<file path="src/core/ebt_pkg.sv">
// Constants, register map and carrier types of the 8-bit compare timer.
// Assumes one system clock and a plain register port with 3-bit index.
//
// Overview of operation
// - Each match holds, clears, sets or toggles output
// - Counter clears on match A or match B
// - External reset pin rising edge clears counter
// - Low-power modes hold all registers but the interrupt vector in reset
// - Three flagged sources share one interrupt vector
// - Each interrupt source has its own enable
// - Clear on A, select 0110 gives PWM
// - Clear on B, falling trigger gives one-shot
// - Clear beats a simultaneous counter write
// - Counter write beats a simultaneous increment
// - Compare write suppresses its simultaneous match
// - Toggle beats high beats low beats hold
// - Internal clock counts on divided clock falling edge
// - Clock switch high to low counts once
// - Internal/external source switch may count once
// - Match flags set when counter leaves match value
// - Trigger enable halts until selected trigger edge
// - Edge field: none, rising, falling, both
// - Output stays low until first match
package ebt_pkg;

  // ---------------------------------------------------------------
  // Register indices
  // ---------------------------------------------------------------
  localparam logic [2:0] ADDR_COUNT = 3'h0;
  localparam logic [2:0] ADDR_CMP_A = 3'h1;
  localparam logic [2:0] ADDR_CMP_B = 3'h2;
  localparam logic [2:0] ADDR_CTL0  = 3'h3;
  localparam logic [2:0] ADDR_CSR   = 3'h4;
  localparam logic [2:0] ADDR_CTL1  = 3'h5;

  // ---------------------------------------------------------------
  // Field positions
  // ---------------------------------------------------------------
  localparam int CTL0_IE_A    = 7;
  localparam int CTL0_IE_B    = 6;
  localparam int CTL0_IE_OVF  = 5;
  localparam int CTL0_CLR_HI  = 4;
  localparam int CTL0_CLR_LO  = 3;
  localparam int CTL0_CKS_HI  = 2;
  localparam int CSR_FLAG_A   = 7;
  localparam int CSR_FLAG_B   = 6;
  localparam int CSR_FLAG_OVF = 5;
  localparam int CTL1_EDGE_HI = 4;
  localparam int CTL1_EDGE_LO = 3;
  localparam int CTL1_TRG_EN  = 2;
  localparam int CTL1_ICKS    = 0;

  // ---------------------------------------------------------------
  // Reset values and fixed read bits
  // ---------------------------------------------------------------
  localparam logic [7:0]  RST_COUNT   = 8'h00;
  localparam logic [7:0]  RST_CMP     = 8'hFF;
  localparam logic [7:0]  RST_CTL0    = 8'h00;
  localparam logic [3:0]  RST_OS      = 4'h0;
  localparam logic [7:0]  CSR_ONES    = 8'h10;
  localparam logic [7:0]  CTL1_ONES   = 8'hE2;
  localparam logic [7:0]  COUNT_TOP   = 8'hFF;
  localparam logic [15:0] SHARED_VEC  = 16'h0022;

  // ---------------------------------------------------------------
  // Encodings
  // ---------------------------------------------------------------
  localparam logic [1:0] CLR_NONE  = 2'h0;
  localparam logic [1:0] CLR_A     = 2'h1;
  localparam logic [1:0] CLR_B     = 2'h2;
  localparam logic [1:0] CLR_PIN   = 2'h3;
  localparam logic [1:0] EDGE_OFF  = 2'h0;
  localparam logic [1:0] EDGE_RISE = 2'h1;
  localparam logic [1:0] EDGE_FALL = 2'h2;
  localparam logic [1:0] EDGE_BOTH = 2'h3;
  localparam logic [1:0] ACT_HOLD  = 2'h0;
  localparam logic [1:0] ACT_LOW   = 2'h1;
  localparam logic [1:0] ACT_HIGH  = 2'h2;
  localparam logic [1:0] ACT_TOG   = 2'h3;
  localparam logic [2:0] CKS_EXT_RISE = 3'h5;
  localparam logic [2:0] CKS_EXT_FALL = 3'h6;
  localparam logic [2:0] CKS_EXT_BOTH = 3'h7;
  localparam int PRESC_W   = 7;
  localparam int PIN_COUNT = 2;
  localparam int PIN_TRG   = 0;
  localparam int PIN_CLR   = 1;

  // ---------------------------------------------------------------
  // Types
  // ---------------------------------------------------------------
  typedef enum logic [1:0] {
    ST_HALT  = 2'b01,
    ST_COUNT = 2'b10
  } ebt_run_t;

  typedef struct packed {
    logic [2:0] addr;
    logic [7:0] wdata;
    logic       wr;
    logic       rd;
  } ebt_bus_req_t;

  typedef struct packed {
    logic trigger_input_pin;
    logic counter_reset_input_pin;
    logic ext_clock_pin;
  } ebt_pins_t;

endpackage : ebt_pkg

</file>
<file path="src/core/ebt_timer.sv">
// 8-bit compare timer: counter, two compares, waveform output, flags.
// Assumes synchronous pins and a one-cycle register port.
//
// Implementation choices: the address-and-strobe port and the register offsets.
`timescale 1ns/10ps
module ebt_timer (
  input  wire logic                 ref_clk,
  input  wire logic                 rst,
  input  wire ebt_pkg::ebt_bus_req_t bus_req,
  output logic [7:0]                rd_data,
  input  wire ebt_pkg::ebt_pins_t    pins,
  input  wire logic                 standby_hold,
  output logic                      waveform_out_pin,
  output logic                      timer_irq,
  output logic [15:0]               irq_vector
);
  import ebt_pkg::*;

  // ---------------------------------------------------------------
  // State
  // ---------------------------------------------------------------
  logic [7:0]         counter_value_q;
  logic [7:0]         counter_value_d;
  logic [7:0]         compare_value_a_q;
  logic [7:0]         compare_value_b_q;
  logic [7:0]         control_register_zero_q;
  logic [3:0]         output_select_field_q;
  logic [2:0]         flags_q;
  logic [2:0]         flags_d;
  logic [2:0]         seen_q;
  logic [2:0]         seen_d;
  logic [1:0]         trig_edge_q;
  logic               trigger_enable_bit_q;
  logic               internal_clock_extra_bit_q;
  logic [PRESC_W-1:0] presc_q;
  logic               lvl_q;
  ebt_run_t           run_q;
  ebt_run_t           run_d;
  logic               out_q;
  logic               out_d;
  logic               irq_q;
  logic [7:0]         rdata_q;
  logic [7:0]         rd_mux;
  logic [15:0]        vec_q;

  // ---------------------------------------------------------------
  // Register decode
  // ---------------------------------------------------------------
  wire wr_cnt  = bus_req.wr && (bus_req.addr == ADDR_COUNT);
  wire wr_cmpa = bus_req.wr && (bus_req.addr == ADDR_CMP_A);
  wire wr_cmpb = bus_req.wr && (bus_req.addr == ADDR_CMP_B);
  wire wr_ctl0 = bus_req.wr && (bus_req.addr == ADDR_CTL0);
  wire wr_csr  = bus_req.wr && (bus_req.addr == ADDR_CSR);
  wire wr_ctl1 = bus_req.wr && (bus_req.addr == ADDR_CTL1);
  wire rd_csr  = bus_req.rd && (bus_req.addr == ADDR_CSR);

  wire [1:0] clear_sel = {control_register_zero_q[CTL0_CLR_HI],
                          control_register_zero_q[CTL0_CLR_LO]};
  wire [2:0] clock_source_field = control_register_zero_q[CTL0_CKS_HI:0];
  wire [2:0] irq_en = {control_register_zero_q[CTL0_IE_A],
                       control_register_zero_q[CTL0_IE_B],
                       control_register_zero_q[CTL0_IE_OVF]};

  // ---------------------------------------------------------------
  // Pin edges
  // ---------------------------------------------------------------
  logic [PIN_COUNT-1:0] pin_vec;
  logic [PIN_COUNT-1:0] pin_rise;
  logic [PIN_COUNT-1:0] pin_fall;

  assign pin_vec[PIN_TRG] = pins.trigger_input_pin;
  assign pin_vec[PIN_CLR] = pins.counter_reset_input_pin;

  genvar gi;
  generate
    for (gi = 0; gi < PIN_COUNT; gi++) begin : g_edge
      ebt_edge u_edge (
        .ref_clk (ref_clk),
        .rst     (rst),
        .hold    (standby_hold),
        .pin     (pin_vec[gi]),
        .rise    (pin_rise[gi]),
        .fall    (pin_fall[gi])
      );
    end
  endgenerate

  // ---------------------------------------------------------------
  // Count source selection
  // ---------------------------------------------------------------
  function automatic logic pick_level(input logic [2:0]         cks,
                                      input logic               icks,
                                      input logic [PRESC_W-1:0] pre,
                                      input logic               ext);
    logic lv;
    lv = 1'b0;
    case (cks)
      3'h1:         lv = icks ? pre[2] : pre[1];
      3'h2:         lv = icks ? pre[4] : pre[3];
      3'h3:         lv = icks ? pre[6] : pre[5];
      CKS_EXT_RISE: lv = ~ext;
      CKS_EXT_FALL: lv = ext;
      CKS_EXT_BOTH: lv = ext;
      default:      lv = 1'b0;
    endcase
    return lv;
  endfunction : pick_level

  // Single shared level: a switch of source is seen as an edge
  wire src_lvl = pick_level(clock_source_field, internal_clock_extra_bit_q,
                            presc_q, pins.ext_clock_pin);
  wire both_edges = (clock_source_field == CKS_EXT_BOTH);
  wire cnt_tick = both_edges ? (lvl_q ^ src_lvl)
                             : (lvl_q & ~src_lvl);

  // ---------------------------------------------------------------
  // Trigger, match and clear
  // ---------------------------------------------------------------
  wire trig_ev = ((trig_edge_q == EDGE_RISE) && pin_rise[PIN_TRG]) ||
                 ((trig_edge_q == EDGE_FALL) && pin_fall[PIN_TRG]) ||
                 ((trig_edge_q == EDGE_BOTH) &&
                  (pin_rise[PIN_TRG] || pin_fall[PIN_TRG]));
  wire counting = !trigger_enable_bit_q || (run_q == ST_COUNT);
  wire inc = cnt_tick && counting;

  // Match fires as the counter leaves the equal value
  wire match_a = inc && (counter_value_q == compare_value_a_q)
                 && !wr_cmpa;
  wire match_b = inc && (counter_value_q == compare_value_b_q)
                 && !wr_cmpb;

  // Pin pulses shorter than 1 clock may be missed
  wire clr_pin = (clear_sel == CLR_PIN) && pin_rise[PIN_CLR];
  wire clr = ((clear_sel == CLR_A) && match_a) ||
             ((clear_sel == CLR_B) && match_b) ||
             clr_pin;
  wire ovf = inc && (counter_value_q == COUNT_TOP) && !clr && !wr_cnt;

  always_comb begin
    if (clr) begin
      counter_value_d = RST_COUNT;
    end else if (wr_cnt) begin
      counter_value_d = bus_req.wdata;
    end else if (inc) begin
      counter_value_d = counter_value_q + 8'h01;
    end else begin
      counter_value_d = counter_value_q;
    end
  end

  always_comb begin
    run_d = run_q;
    case (run_q)
      ST_HALT: begin
        if (trig_ev) begin
          run_d = ST_COUNT;
        end
      end
      ST_COUNT: begin
        if (clr && trigger_enable_bit_q) begin
          run_d = ST_HALT;
        end
      end
      default: run_d = ST_HALT;
    endcase
    if (wr_ctl1 && bus_req.wdata[CTL1_TRG_EN]) begin
      run_d = ST_HALT;
    end
  end

  // ---------------------------------------------------------------
  // Waveform output
  // ---------------------------------------------------------------
  wire [1:0] act_a = match_a ? output_select_field_q[1:0] : ACT_HOLD;
  wire [1:0] act_b = match_b ? output_select_field_q[3:2] : ACT_HOLD;
  // Encoding order equals priority order
  wire [1:0] act = (act_a > act_b) ? act_a : act_b;

  always_comb begin
    case (act)
      ACT_LOW:  out_d = 1'b0;
      ACT_HIGH: out_d = 1'b1;
      ACT_TOG:  out_d = ~out_q;
      default:  out_d = out_q;
    endcase
  end

  // ---------------------------------------------------------------
  // Flags and interrupt
  // ---------------------------------------------------------------
  wire [2:0] flag_set = {match_a, match_b, ovf};
  wire [2:0] wr_flags = {bus_req.wdata[CSR_FLAG_A], bus_req.wdata[CSR_FLAG_B],
                         bus_req.wdata[CSR_FLAG_OVF]};
  // Clear needs a prior read of 1; a new event wins over clear
  wire [2:0] flag_clr = wr_csr ? (seen_q & ~wr_flags) : 3'b000;

  assign flags_d = flag_set | (flags_q & ~flag_clr);
  assign seen_d  = rd_csr ? (seen_q | flags_q)
                          : (wr_csr ? 3'b000 : seen_q);

  // ---------------------------------------------------------------
  // Read data
  // ---------------------------------------------------------------
  always_comb begin
    case (bus_req.addr)
      ADDR_COUNT: rd_mux = counter_value_q;
      ADDR_CMP_A: rd_mux = compare_value_a_q;
      ADDR_CMP_B: rd_mux = compare_value_b_q;
      ADDR_CTL0:  rd_mux = control_register_zero_q;
      ADDR_CSR:   rd_mux = CSR_ONES | {flags_q, 1'b0, output_select_field_q};
      ADDR_CTL1:  rd_mux = CTL1_ONES | {3'b000, trig_edge_q,
                                        trigger_enable_bit_q, 1'b0,
                                        internal_clock_extra_bit_q};
      default:    rd_mux = 8'h00;
    endcase
  end

  // ---------------------------------------------------------------
  // Registers
  // ---------------------------------------------------------------
  always_ff @(posedge ref_clk or posedge rst) begin
    if (rst) begin
      counter_value_q <= RST_COUNT;
      run_q           <= ST_HALT;
      lvl_q           <= 1'b0;
      presc_q         <= '0;
    end else if (standby_hold) begin
      counter_value_q <= RST_COUNT;
      run_q           <= ST_HALT;
      lvl_q           <= 1'b0;
      presc_q         <= '0;
    end else begin
      counter_value_q <= counter_value_d;
      run_q           <= run_d;
      lvl_q           <= src_lvl;
      presc_q         <= presc_q + 7'h01;
    end
  end

  always_ff @(posedge ref_clk or posedge rst) begin
    if (rst) begin
      compare_value_a_q       <= RST_CMP;
      compare_value_b_q       <= RST_CMP;
      control_register_zero_q <= RST_CTL0;
    end else if (standby_hold) begin
      compare_value_a_q       <= RST_CMP;
      compare_value_b_q       <= RST_CMP;
      control_register_zero_q <= RST_CTL0;
    end else begin
      if (wr_cmpa) begin
        compare_value_a_q <= bus_req.wdata;
      end
      if (wr_cmpb) begin
        compare_value_b_q <= bus_req.wdata;
      end
      if (wr_ctl0) begin
        control_register_zero_q <= bus_req.wdata;
      end
    end
  end

  always_ff @(posedge ref_clk or posedge rst) begin
    if (rst) begin
      output_select_field_q      <= RST_OS;
      flags_q                    <= 3'b000;
      seen_q                     <= 3'b000;
      trig_edge_q                <= EDGE_OFF;
      trigger_enable_bit_q       <= 1'b0;
      internal_clock_extra_bit_q <= 1'b0;
    end else if (standby_hold) begin
      output_select_field_q      <= RST_OS;
      flags_q                    <= 3'b000;
      seen_q                     <= 3'b000;
      trig_edge_q                <= EDGE_OFF;
      trigger_enable_bit_q       <= 1'b0;
      internal_clock_extra_bit_q <= 1'b0;
    end else begin
      flags_q <= flags_d;
      seen_q  <= seen_d;
      if (wr_csr) begin
        output_select_field_q <= bus_req.wdata[3:0];
      end
      if (wr_ctl1) begin
        trig_edge_q                <= {bus_req.wdata[CTL1_EDGE_HI],
                                       bus_req.wdata[CTL1_EDGE_LO]};
        trigger_enable_bit_q       <= bus_req.wdata[CTL1_TRG_EN];
        internal_clock_extra_bit_q <= bus_req.wdata[CTL1_ICKS];
      end
    end
  end

  always_ff @(posedge ref_clk or posedge rst) begin
    if (rst) begin
      out_q   <= 1'b0;
      irq_q   <= 1'b0;
      rdata_q <= 8'h00;
      vec_q   <= 16'h0000;
    end else if (standby_hold) begin
      out_q   <= 1'b0;
      irq_q   <= 1'b0;
      rdata_q <= 8'h00;
      vec_q   <= SHARED_VEC;
    end else begin
      out_q   <= out_d;
      irq_q   <= |(flags_d & irq_en);
      rdata_q <= bus_req.rd ? rd_mux : 8'h00;
      vec_q   <= SHARED_VEC;
    end
  end

  assign rd_data          = rdata_q;
  assign waveform_out_pin = out_q;
  assign timer_irq        = irq_q;
  assign irq_vector       = vec_q;

endmodule : ebt_timer

</file>
<file path="src/core/ebt_edge.sv">
// Edge detector for one synchronous pin.
// Assumes the pin is already synchronous to ref_clk.
`timescale 1ns/10ps
module ebt_edge (
  input  wire logic ref_clk,
  input  wire logic rst,
  input  wire logic hold,
  input  wire logic pin,
  output logic      rise,
  output logic      fall
);
  import ebt_pkg::*;

  logic prev_q;

  assign rise = pin & ~prev_q;
  assign fall = ~pin & prev_q;

  always_ff @(posedge ref_clk or posedge rst) begin
    if (rst) begin
      prev_q <= 1'b0;
    end else if (hold) begin
      prev_q <= 1'b0;
    end else begin
      prev_q <= pin;
    end
  end

endmodule : ebt_edge

</file>
<file path="config.mk">
export PLATFORM = sky130hd
export DESIGN_NAME = ebt_timer
export DESIGN_NICKNAME = d
export VERILOG_FILES = /design/src/core/ebt_pkg.sv /design/src/core/ebt_timer.sv /design/src/core/ebt_edge.sv
export SDC_FILE = /design/constraint.sdc
export NUM_CORES = 1
export LEC_CHECK = 0
export BUFFER_PORTS_ARGS = -buffer_cell sky130_fd_sc_hd__clkbuf_2
export CELL_PAD_IN_SITES_DETAIL_PLACEMENT = 0
export CELL_PAD_IN_SITES_GLOBAL_PLACEMENT = 1
export CORE_MARGIN = 3
export CORE_UTILIZATION = 38
export CTS_CLUSTER_DIAMETER = 150
export DETAILED_ROUTE_END_ITERATION = 8
export GPL_TIMING_DRIVEN = 0
export PLACE_DENSITY_LB_ADDON = 0.3
export SYNTH_ARGS = -nofsm -noshare
export SYNTH_HDL_FRONTEND = slang
export SYNTH_HIERARCHICAL = 1
export SYNTH_SLANG_ARGS = --single-unit
</file>
<file path="constraint.sdc">
create_clock -name ref_clk -period 8.1 [get_ports ref_clk]
set_input_delay 0.81 -clock ref_clk [delete_from_list [all_inputs] [get_ports ref_clk]]
set_output_delay 0.81 -clock ref_clk [all_outputs]
set_load 0.01 [all_outputs]
</file>
Word-level counts from Yosys, hierarchy flattened --
Cells that the tools add are included.
Storage, ports and cells: input port bits 19, register bits 69, word-level logic and storage cells 159
Cells by class: order comparisons 1, reduce and logical (&&, ||, !) cells 46, bitwise logic cells 18, add/sub/neg operators 2, eq/ne operators 27, mux-type cells 46
Operators with widths (number):
- $mux 8 | 12
- $pmux 8 s6 | 1
- $logic_and 1x1->1 | 23
- $mux 2 | 9
- $eq 8x8->1 | 2
- $eq 3x3->1 const B | 5
- $mux 3 | 5
- $eq 2x2->1 const B | 7
- $mux 1 | 13
- $eq 3x2->1 const B | 4
- $reduce_bool 2->1 | 5
- $and 3x3->3 | 3
- $add 8x1->8 const B | 1
- $eq 2x1->1 const B | 4
- $eq 8x8->1 const B | 1
- $mux 4 | 2
- $reduce_bool 4->1 | 2
- $add 7x1->7 const B | 1
- $mux 7 | 1
- $eq 3x1->1 const B | 2
- $logic_or 1x1->1 | 6
- $not 1->1 | 6
- $not 3->3 | 2
- $or 3x3->3 | 2
- 14 further kinds | 21

Longest topological paths before layout --
Gate-level depths: netlist (run 1).
depth after elaboration 19, depth in mapped cells 14, depth with buffers taken out 14

Cells and area by module --
Netlist (run 1), hierarchy kept.
By module, submodules not included:
- ebt_timer | times used 1, seq. area each 1697.9 µm², cells each 423, area each 3890.0 µm²
- ebt_edge | times used 2, seq. area each 25.0 µm², cells each 5, area each 47.5 µm²

Least setup slack after synthesis (run 1) --
Ideal clock, no wire load.
path type register -> register, start reg internal_clock_extra_bit_q, end reg out_q (netlist: waveform_out_pin), stages on the path, launching flop included 15, period minus slack after synthesis 3.413 ns, slack 4.687 ns, data arrival time 3.275 ns, setup time 0.138 ns, data required time 7.962 ns, cells stage by stage dfrtp_1 -> mux4_2 -> mux2_2 -> a22oi_1 -> ha_1 -> and4_4 -> a211oi_1 -> and4_1 -> nand2_1 -> ha_1 -> nor2b_1 -> o21ai_0 -> nand3_1 -> o22ai_1 -> a211oi_1
On the way: word-level cells in the longest chain between the ends 14
RTL lines:
- start, declared | RTL line ebt_timer.sv:34 | logic internal_clock_extra_bit_q;
- start signal, assigned | RTL line ebt_timer.sv:287 | internal_clock_extra_bit_q <= bus_req.wdata[CTL1_ICKS];
- $mux 1 (on tied branches) | RTL line ebt_timer.sv:100, ebt_timer.sv:98, ebt_timer.sv:99
- $pmux 1 s5 (*) | RTL line ebt_timer.sv:97 | case (cks)
- $not 1->1 | RTL line ebt_timer.sv:114 | : (lvl_q & ~src_lvl);
- $and 1x1->1 | RTL line ebt_timer.sv:114
- $mux 1 (*) | RTL line ebt_timer.sv:113 | wire cnt_tick = both_edges ? (lvl_q ^ src_lvl)
- $logic_and 1x1->1 (*) | RTL line ebt_timer.sv:124 | wire inc = cnt_tick && counting;
- $logic_and 1x1->1 (on tied branches) | RTL line ebt_timer.sv:127, ebt_timer.sv:129
- $logic_and 1x1->1 (on tied branches) | RTL line ebt_timer.sv:128, ebt_timer.sv:130
- $mux 2 (on tied branches) | RTL line ebt_timer.sv:174, ebt_timer.sv:175
- $gt 2x2->1 | RTL line ebt_timer.sv:177 | wire [1:0] act = (act_a > act_b) ? act_a : act_b;
- $mux 2 (*) | RTL line ebt_timer.sv:177
- $eq 2x2->1 or $eq 2x1->1 (tied branches) | RTL line ebt_timer.sv:180 | case (act)
- $pmux 1 s3 | RTL line ebt_timer.sv:180
- $mux 1 | RTL line ebt_timer.sv:298 | end else if (standby_hold) begin
- end signal, assigned | RTL line ebt_timer.sv:304 | out_q <= out_d;
- end, declared | RTL line ebt_timer.sv:39 | logic out_q;
Mark *: on every way between the ends. The rest lies on a longest branch, timed or not. A chain may end at the register's enable or synchronous reset.

Worst setup path in the final report (run 1) --
Same ends and word-level chain as after synthesis.

==> flow_summary.json, run 1 <==
{
  "num_vias": 3313,
  "slew_headroom_pct": 56.9,
  "path_clk_slew_ns": 0.08,
  "rsz0062_at_grt": "false",
  "ff2ff_path_depth": 14,
  "portBuffers": 30,
  "start_kind": "register",
  "hpwlAfterDp_um": 8270,
  "min_period_ns": 3.97,
  "finalInstanceArea_um2": 4590,
  "htree_levels": 3,
  "cts.repair.resized": 0,
  "diodes": 0,
  "fin_setup_tns_ns": 0,
  "pin_count": 45,
  "rows": 36,
  "grt_pass1_vias": 3315,
  "cts-buffers-inserted": 9,
  "drv_cap": 0,
  "cts_tree": "done",
  "clock_latency_ns": 0.35,
  "clockBufferDepth": 2,
  "postCtsHoldBufs": 0,
  "synth.cell_area_um2": 3980,
  "synth_warnings": 6,
  "die_h_um": 108,
  "placed_area_um2": 4360,
  "firstDrtPassIters": 5,
  "required_ns": 8.31,
  "grt_util_all_layers_pct": 19.9,
  "p_per_area_nw_per_um2": 169,
  "p_leak_nw": 2.08,
  "final_hold_viol_count": 0,
  "place_congestion": 0.905,
  "drt-vias-per-instance": 5.30,
  "worst_slew_pin_slew_ns": 0.645,
  "layout.cells.non_filler": 625,
  "cp-end-kind": "register",
  "status": "completed",
  "fmax_mhz": 252,
  "drive_gt1_share_pct": 20.1,
  "synthToLayoutAreaGrowth_pct": 15.3,
  "avgSynthCellArea_um2": 9.21,
  "drt_iter0_markers": 211,
  "clock_power_share_pct": 41.6,
  "clock_sinks": 69,
  "wl_um": 10900,
  "hold-worst-slack_ns": 0.301,
  "place_inst": 609,
  "setup_violations": 0,
  "ir_drop_mv": 0.0731,
  "netlist_instances": 432,
  "postCtsSetupRepairBufs": 0,
  "period_share_pct": 49.0,
  "skew_ns": 0.00797,
  "antenna_found_initial": 0,
  "final_common_cell": "nand2_1",
  "p_comb_share_pct": 11.3,
  "design.core.area_um2": 9950,
  "start_util_pct": 40.0,
  "fin_nets": 512,
  "root_buffer": "clkbuf_8",
  "hold_class": "in2async",
  "slew_viol_final": 0,
  "grt_max_degree": 44,
  "final_cell_mix": "67 x nand2_1, 52 x dfrtp_1, 42 x nor2_1",
  "ant_nets": 0,
  "grt_pass1_wl_um": 17700,
  "globalRoute.totalOverflow": 0,
  "wl_per_cell_um": 17.4,
  "drc": 0,
  "path_max_fanout": 4,
  "internal_power_uw": 572,
  "p_seq_share_pct": 47.1,
  "die_w_um": 108,
  "p_sw_share_pct": 26.1,
  "design.die.area_um2": 11700,
  "critical_path_arrival_ns": 4.18,
  "timing_worst_setup_path_type": "reg2reg",
  "p_sw_uw": 202
}
## flip-flops by register name, indices dropped and copies added (netlist names)
name	count
compare_value_a_q	8
compare_value_b_q	8
control_register_zero_q	8
counter_value_q	8
rd_data	8
presc_q	7
output_select_field_q	4
flags_q	3
seen_q	3
g_edge.u_edge/prev_q	2
run_q	2
trig_edge_q	2
internal_clock_extra_bit_q	1
irq_vector	1
lvl_q	1
timer_irq	1
trigger_enable_bit_q	1
waveform_out_pin	1
## stage by stage
stage | utilization, % | total power, mW | worst slack (ns)
after floorplan | - | 0.427 | 4.69
after global placement | 43.6 | 0.456 | 4.10
after detailed placement | 43.8 | 0.458 | 4.11
after CTS | 46.1 | 0.779 | 4.11
after global routing | 46.1 | 0.807 | 3.91
final | 46.1 | 0.774 | 4.13
## critical path, stage by stage, from the launching register on
cell	delay [ns]
dfrtp_1	0.46
mux4_2	0.52
mux2_2	0.27
a22oi_1	0.24
ha_1	0.27
and4_4	0.21
a211oi_1	0.43
and4_1	0.36
nand2_1	0.10
ha_1	0.29
nor2b_1	0.14
o21ai_0	0.15
nand3_1	0.09
o22ai_1	0.19
a211oi_1	0.10
## metal layers
layer	vias up	track usage, %	part of all wire [%]
met4	0	6.22	2.6
li1	1586	-	-
met3	20	5.61	6.9
met5	-	0	0
met2	125	31.4	45
met1	1582	26.4	46
## worst paths after layout
path                                             from                 endpoint  slack [ns]
min reg2reg                                presc_q[0]               presc_q[0]        0.47
max in group asynchronous                         rst     compare_value_b_q[0]        6.88
max                        internal_clock_extra_bit_q         waveform_out_pin        4.13
min                                               rst  g_edge[0].u_edge/prev_q        0.30
min in group ref_clk                       presc_q[0]               presc_q[0]        0.47
max reg2reg                internal_clock_extra_bit_q         waveform_out_pin        4.13
## power by group through the flow
stage / clock [mW] / combinational [mW] / sequential [mW]
after floorplan: 0 / 0.0580 / 0.369
after global placement: 0 / 0.0853 / 0.371
after global routing: 0.343 / 0.0980 / 0.366
final: 0.322 / 0.0878 / 0.365
after CTS: 0.327 / 0.0875 / 0.365
after detailed placement: 0 / 0.0872 / 0.371
## layout make-up
cell class,count,area [um^2]
Buffer,41,235
Clock inverter,5,83.8
Tap cell,133,166
Timing Repair Buffer,31,170
Clock buffer,11,141
Sequential cell,69,1750
Multi-Input combinational cell,329,2020
Inverter,6,22.5
Fill cell,959,5370
Power figures use the tool's default switching activity.
==> run 2, diff against run 1 <==
clock period = 3.9 ns   (was 8.1 ns; I/O delays follow)
==> run 2 against run 1 <==
Compared with the run above: sequential cell count is the same; first-iteration DRC count shrank 2.8%; design area grew 0.57%; die area is the same; critical path type unchanged; via count shrank 2.1%; clock skew grew 0.0013 ns; count of clock-buffer cells in the layout is the same; largest cell class unchanged; global-route usage is essentially flat; cell count grew 0.16%; non-clock buffer count grew 1; power grew 110%; critical path depth is the same.
==> flow_summary.json, run 2 (synthesized netlist as in run 1, its figures left out) <==
{
  "status": "completed",
  "fmax_mhz": 270,
  "critPathBufInv": 0,
  "placed_area_um2": 4360,
  "skew_ns": 0.00928,
  "drive_gt1_share_pct": 20.7,
  "grt_pass1_wl_um": 17700,
  "num_vias": 3243,
  "min_period_ns": 3.70,
  "fin_nets": 513,
  "r2r_slack_ns": 0.20,
  "finalInstanceArea_um2": 4620,
  "min_delay_path_depth": 2,
  "path_clk_slew_ns": 0.08,
  "required_ns": 4.11,
  "antenna_found_initial": 0,
  "design.die.area_um2": 11700,
  "clock_latency_ns": 0.35,
  "p_seq_share_pct": 47.1,
  "grt_util_met1_pct": 26.4,
  "cp_common_cell": "ha_1",
  "cts_tree": "done",
  "die_h_um": 108,
  "p_per_area_nw_per_um2": 349,
  "setup_violations": 0,
  "diodes": 0,
  "design.core.area_um2": 9950,
  "met2_usage_pct": 31.4,
  "rows": 36,
  "path_max_fanout": 4,
  "period_share_pct": 95.0,
  "timing_worst_setup_path_type": "reg2reg",
  "slowest_stage": "mux4_2",
  "start_kind": "register",
  "cp-end-kind": "register",
  "slew_viol_final": 0,
  "path_cells": "mux4_2 > mux2_2 > a22oi_1 > ha_1 > and4_4 > a211o_2 > nor2_1 > and2_1 > ha_1 > nor2b_1 > o21ai_0 > nand3_1 > o22ai_1 > a211oi_1",
  "hold-worst-slack_ns": 0.247,
  "clockBufferDepth": 2,
  "grt_util_all_layers_pct": 19.8,
  "ant_nets": 0,
  "grt_max_degree": 44,
  "top_usage_layer": "met2",
  "p_sw_share_pct": 26.1,
  "die_w_um": 108,
  "ff2ff_path_depth": 14,
  "place_congestion": 0.905,
  "critical_path_arrival_ns": 3.91,
  "min_to": "g_edge[1].u_edge/prev_q",
  "p_leak_nw": 2.08,
  "fill_cells": 956,
  "p_comb_share_pct": 11.4,
  "start_util_pct": 40.0,
  "postCtsSetupRepairBufs": 0,
  "drt-vias-per-instance": 5.18,
  "clock_sinks": 69,
  "drc": 0,
  "htree_levels": 3,
  "holdCritStartpoint": "standby_hold",
  "cp_top_family": "compound AO/OA/AOI/OAI gates",
  "wl_per_cell_um": 17.4,
  "final_cell_mix": "67 x nand2_1, 51 x dfrtp_1, 42 x nor2_1",
  "final_common_cell": "nand2_1",
  "portBuffers": 30,
  "multi_input_area_um2": 2040,
  "firstDrtPassIters": 4,
  "internal_power_mw": 1.19,
  "p_sw_uw": 420,
  "drv_cap": 0,
  "worst_slew_pin_slew_ns": 0.659,
  "reg2reg_from": "internal_clock_extra_bit_q",
  "slew_headroom_pct": 55.7,
  "reg2reg_to": "waveform_out_pin",
  "grt_pass1_vias": 3309,
  "final_hold_viol_count": 0,
  "clock_power_share_pct": 41.6,
  "rsz0062_at_grt": "false",
  "hold_class": "in2reg",
  "regArea_um2": 1750,
  "power_mw": 1.61,
  "cts-buffers-inserted": 9,
  "root_buffer": "clkbuf_8",
  "synthToLayoutAreaGrowth_pct": 16.0,
  "wl_um": 10900,
  "ir_drop_mv": 0.158,
  "globalRoute.totalOverflow": 0,
  "hpwlAfterDp_um": 8270,
  "met3_usage_pct": 5.61,
  "pin_count": 45,
  "drt_iter0_markers": 205,
  "crit_path_max_incr_delay_ns": 0.50
}
## run 2: cell count changes in the layout (fill, tap and decap cells not counted)
cell	change
and4_4	+1
and4_1	-1
a211oi_1	-1
dfrtp_1	-1
a211oi_4	+1
dfrtp_2	+1
dlygate4sd3_1	+1
## run 2: power by group through the flow
stage	Combinational [mW]	Clock (mW)	Sequential, mW
6_report	0.183	0.669	0.758
5_1_grt	0.204	0.713	0.760
4_1_cts	0.182	0.680	0.757
3_5_place_dp	0.181	0	0.770
3_3_place_gp	0.177	0	0.770
2_1_floorplan	0.120	0	0.766
## run 2: layout make-up
| class | instances | share of cell area, % |
|---|---|---|
| tap | 133 | 3.61 |
| multi-input combinational | 329 | 44.1 |
| timing repair buffer | 32 | 3.90 |
| clock buffer | 11 | 3.06 |
| sequential | 69 | 37.9 |
| buffer | 41 | 5.10 |
| inverter | 6 | 0.488 |
| clock inverter | 5 | 1.82 |
## run 2: through the flow
stage,worst slack (ns),util [%],TNS [ns],std cells
CTS,0.0689,46.3,0,626
detailed placement,-0.0860,43.8,-0.0860,609
global route,0.0380,46.4,0,626
floorplan,0.487,-,0,445
finish,0.195,46.4,0,626
global placement,-0.0986,43.6,-0.0986,608
## run 2: worst max-delay path by stage
| stage | start | endpoint | slack (ns) | cells past startpoint |
|---|---|---|---|---|
| after floorplan | internal_clock_extra_bit_q | waveform_out_pin | 0.49 | 14 |
| after global placement | internal_clock_extra_bit_q | waveform_out_pin | -0.1 | 14 |
| after detailed placement | internal_clock_extra_bit_q | waveform_out_pin | -0.09 | 14 |
| after CTS | internal_clock_extra_bit_q | waveform_out_pin | 0.07 | 14 |
| after global routing | internal_clock_extra_bit_q | waveform_out_pin | 0.04 | 14 |
| final | internal_clock_extra_bit_q | waveform_out_pin | 0.20 | 14 |
## run 2: timing repair
item	CTS	global route
endpoints found under the hold margin	2	0
setup endpoints to repair	1	1
hold buffers	1	0
resized for setup	1	4
## run 2: per-layer routing
metal	wire, um	vias up
met5	0	-
met4	272	0
met3	710	19
met2	4830	112
met1	5110	1527
li1	-	1585
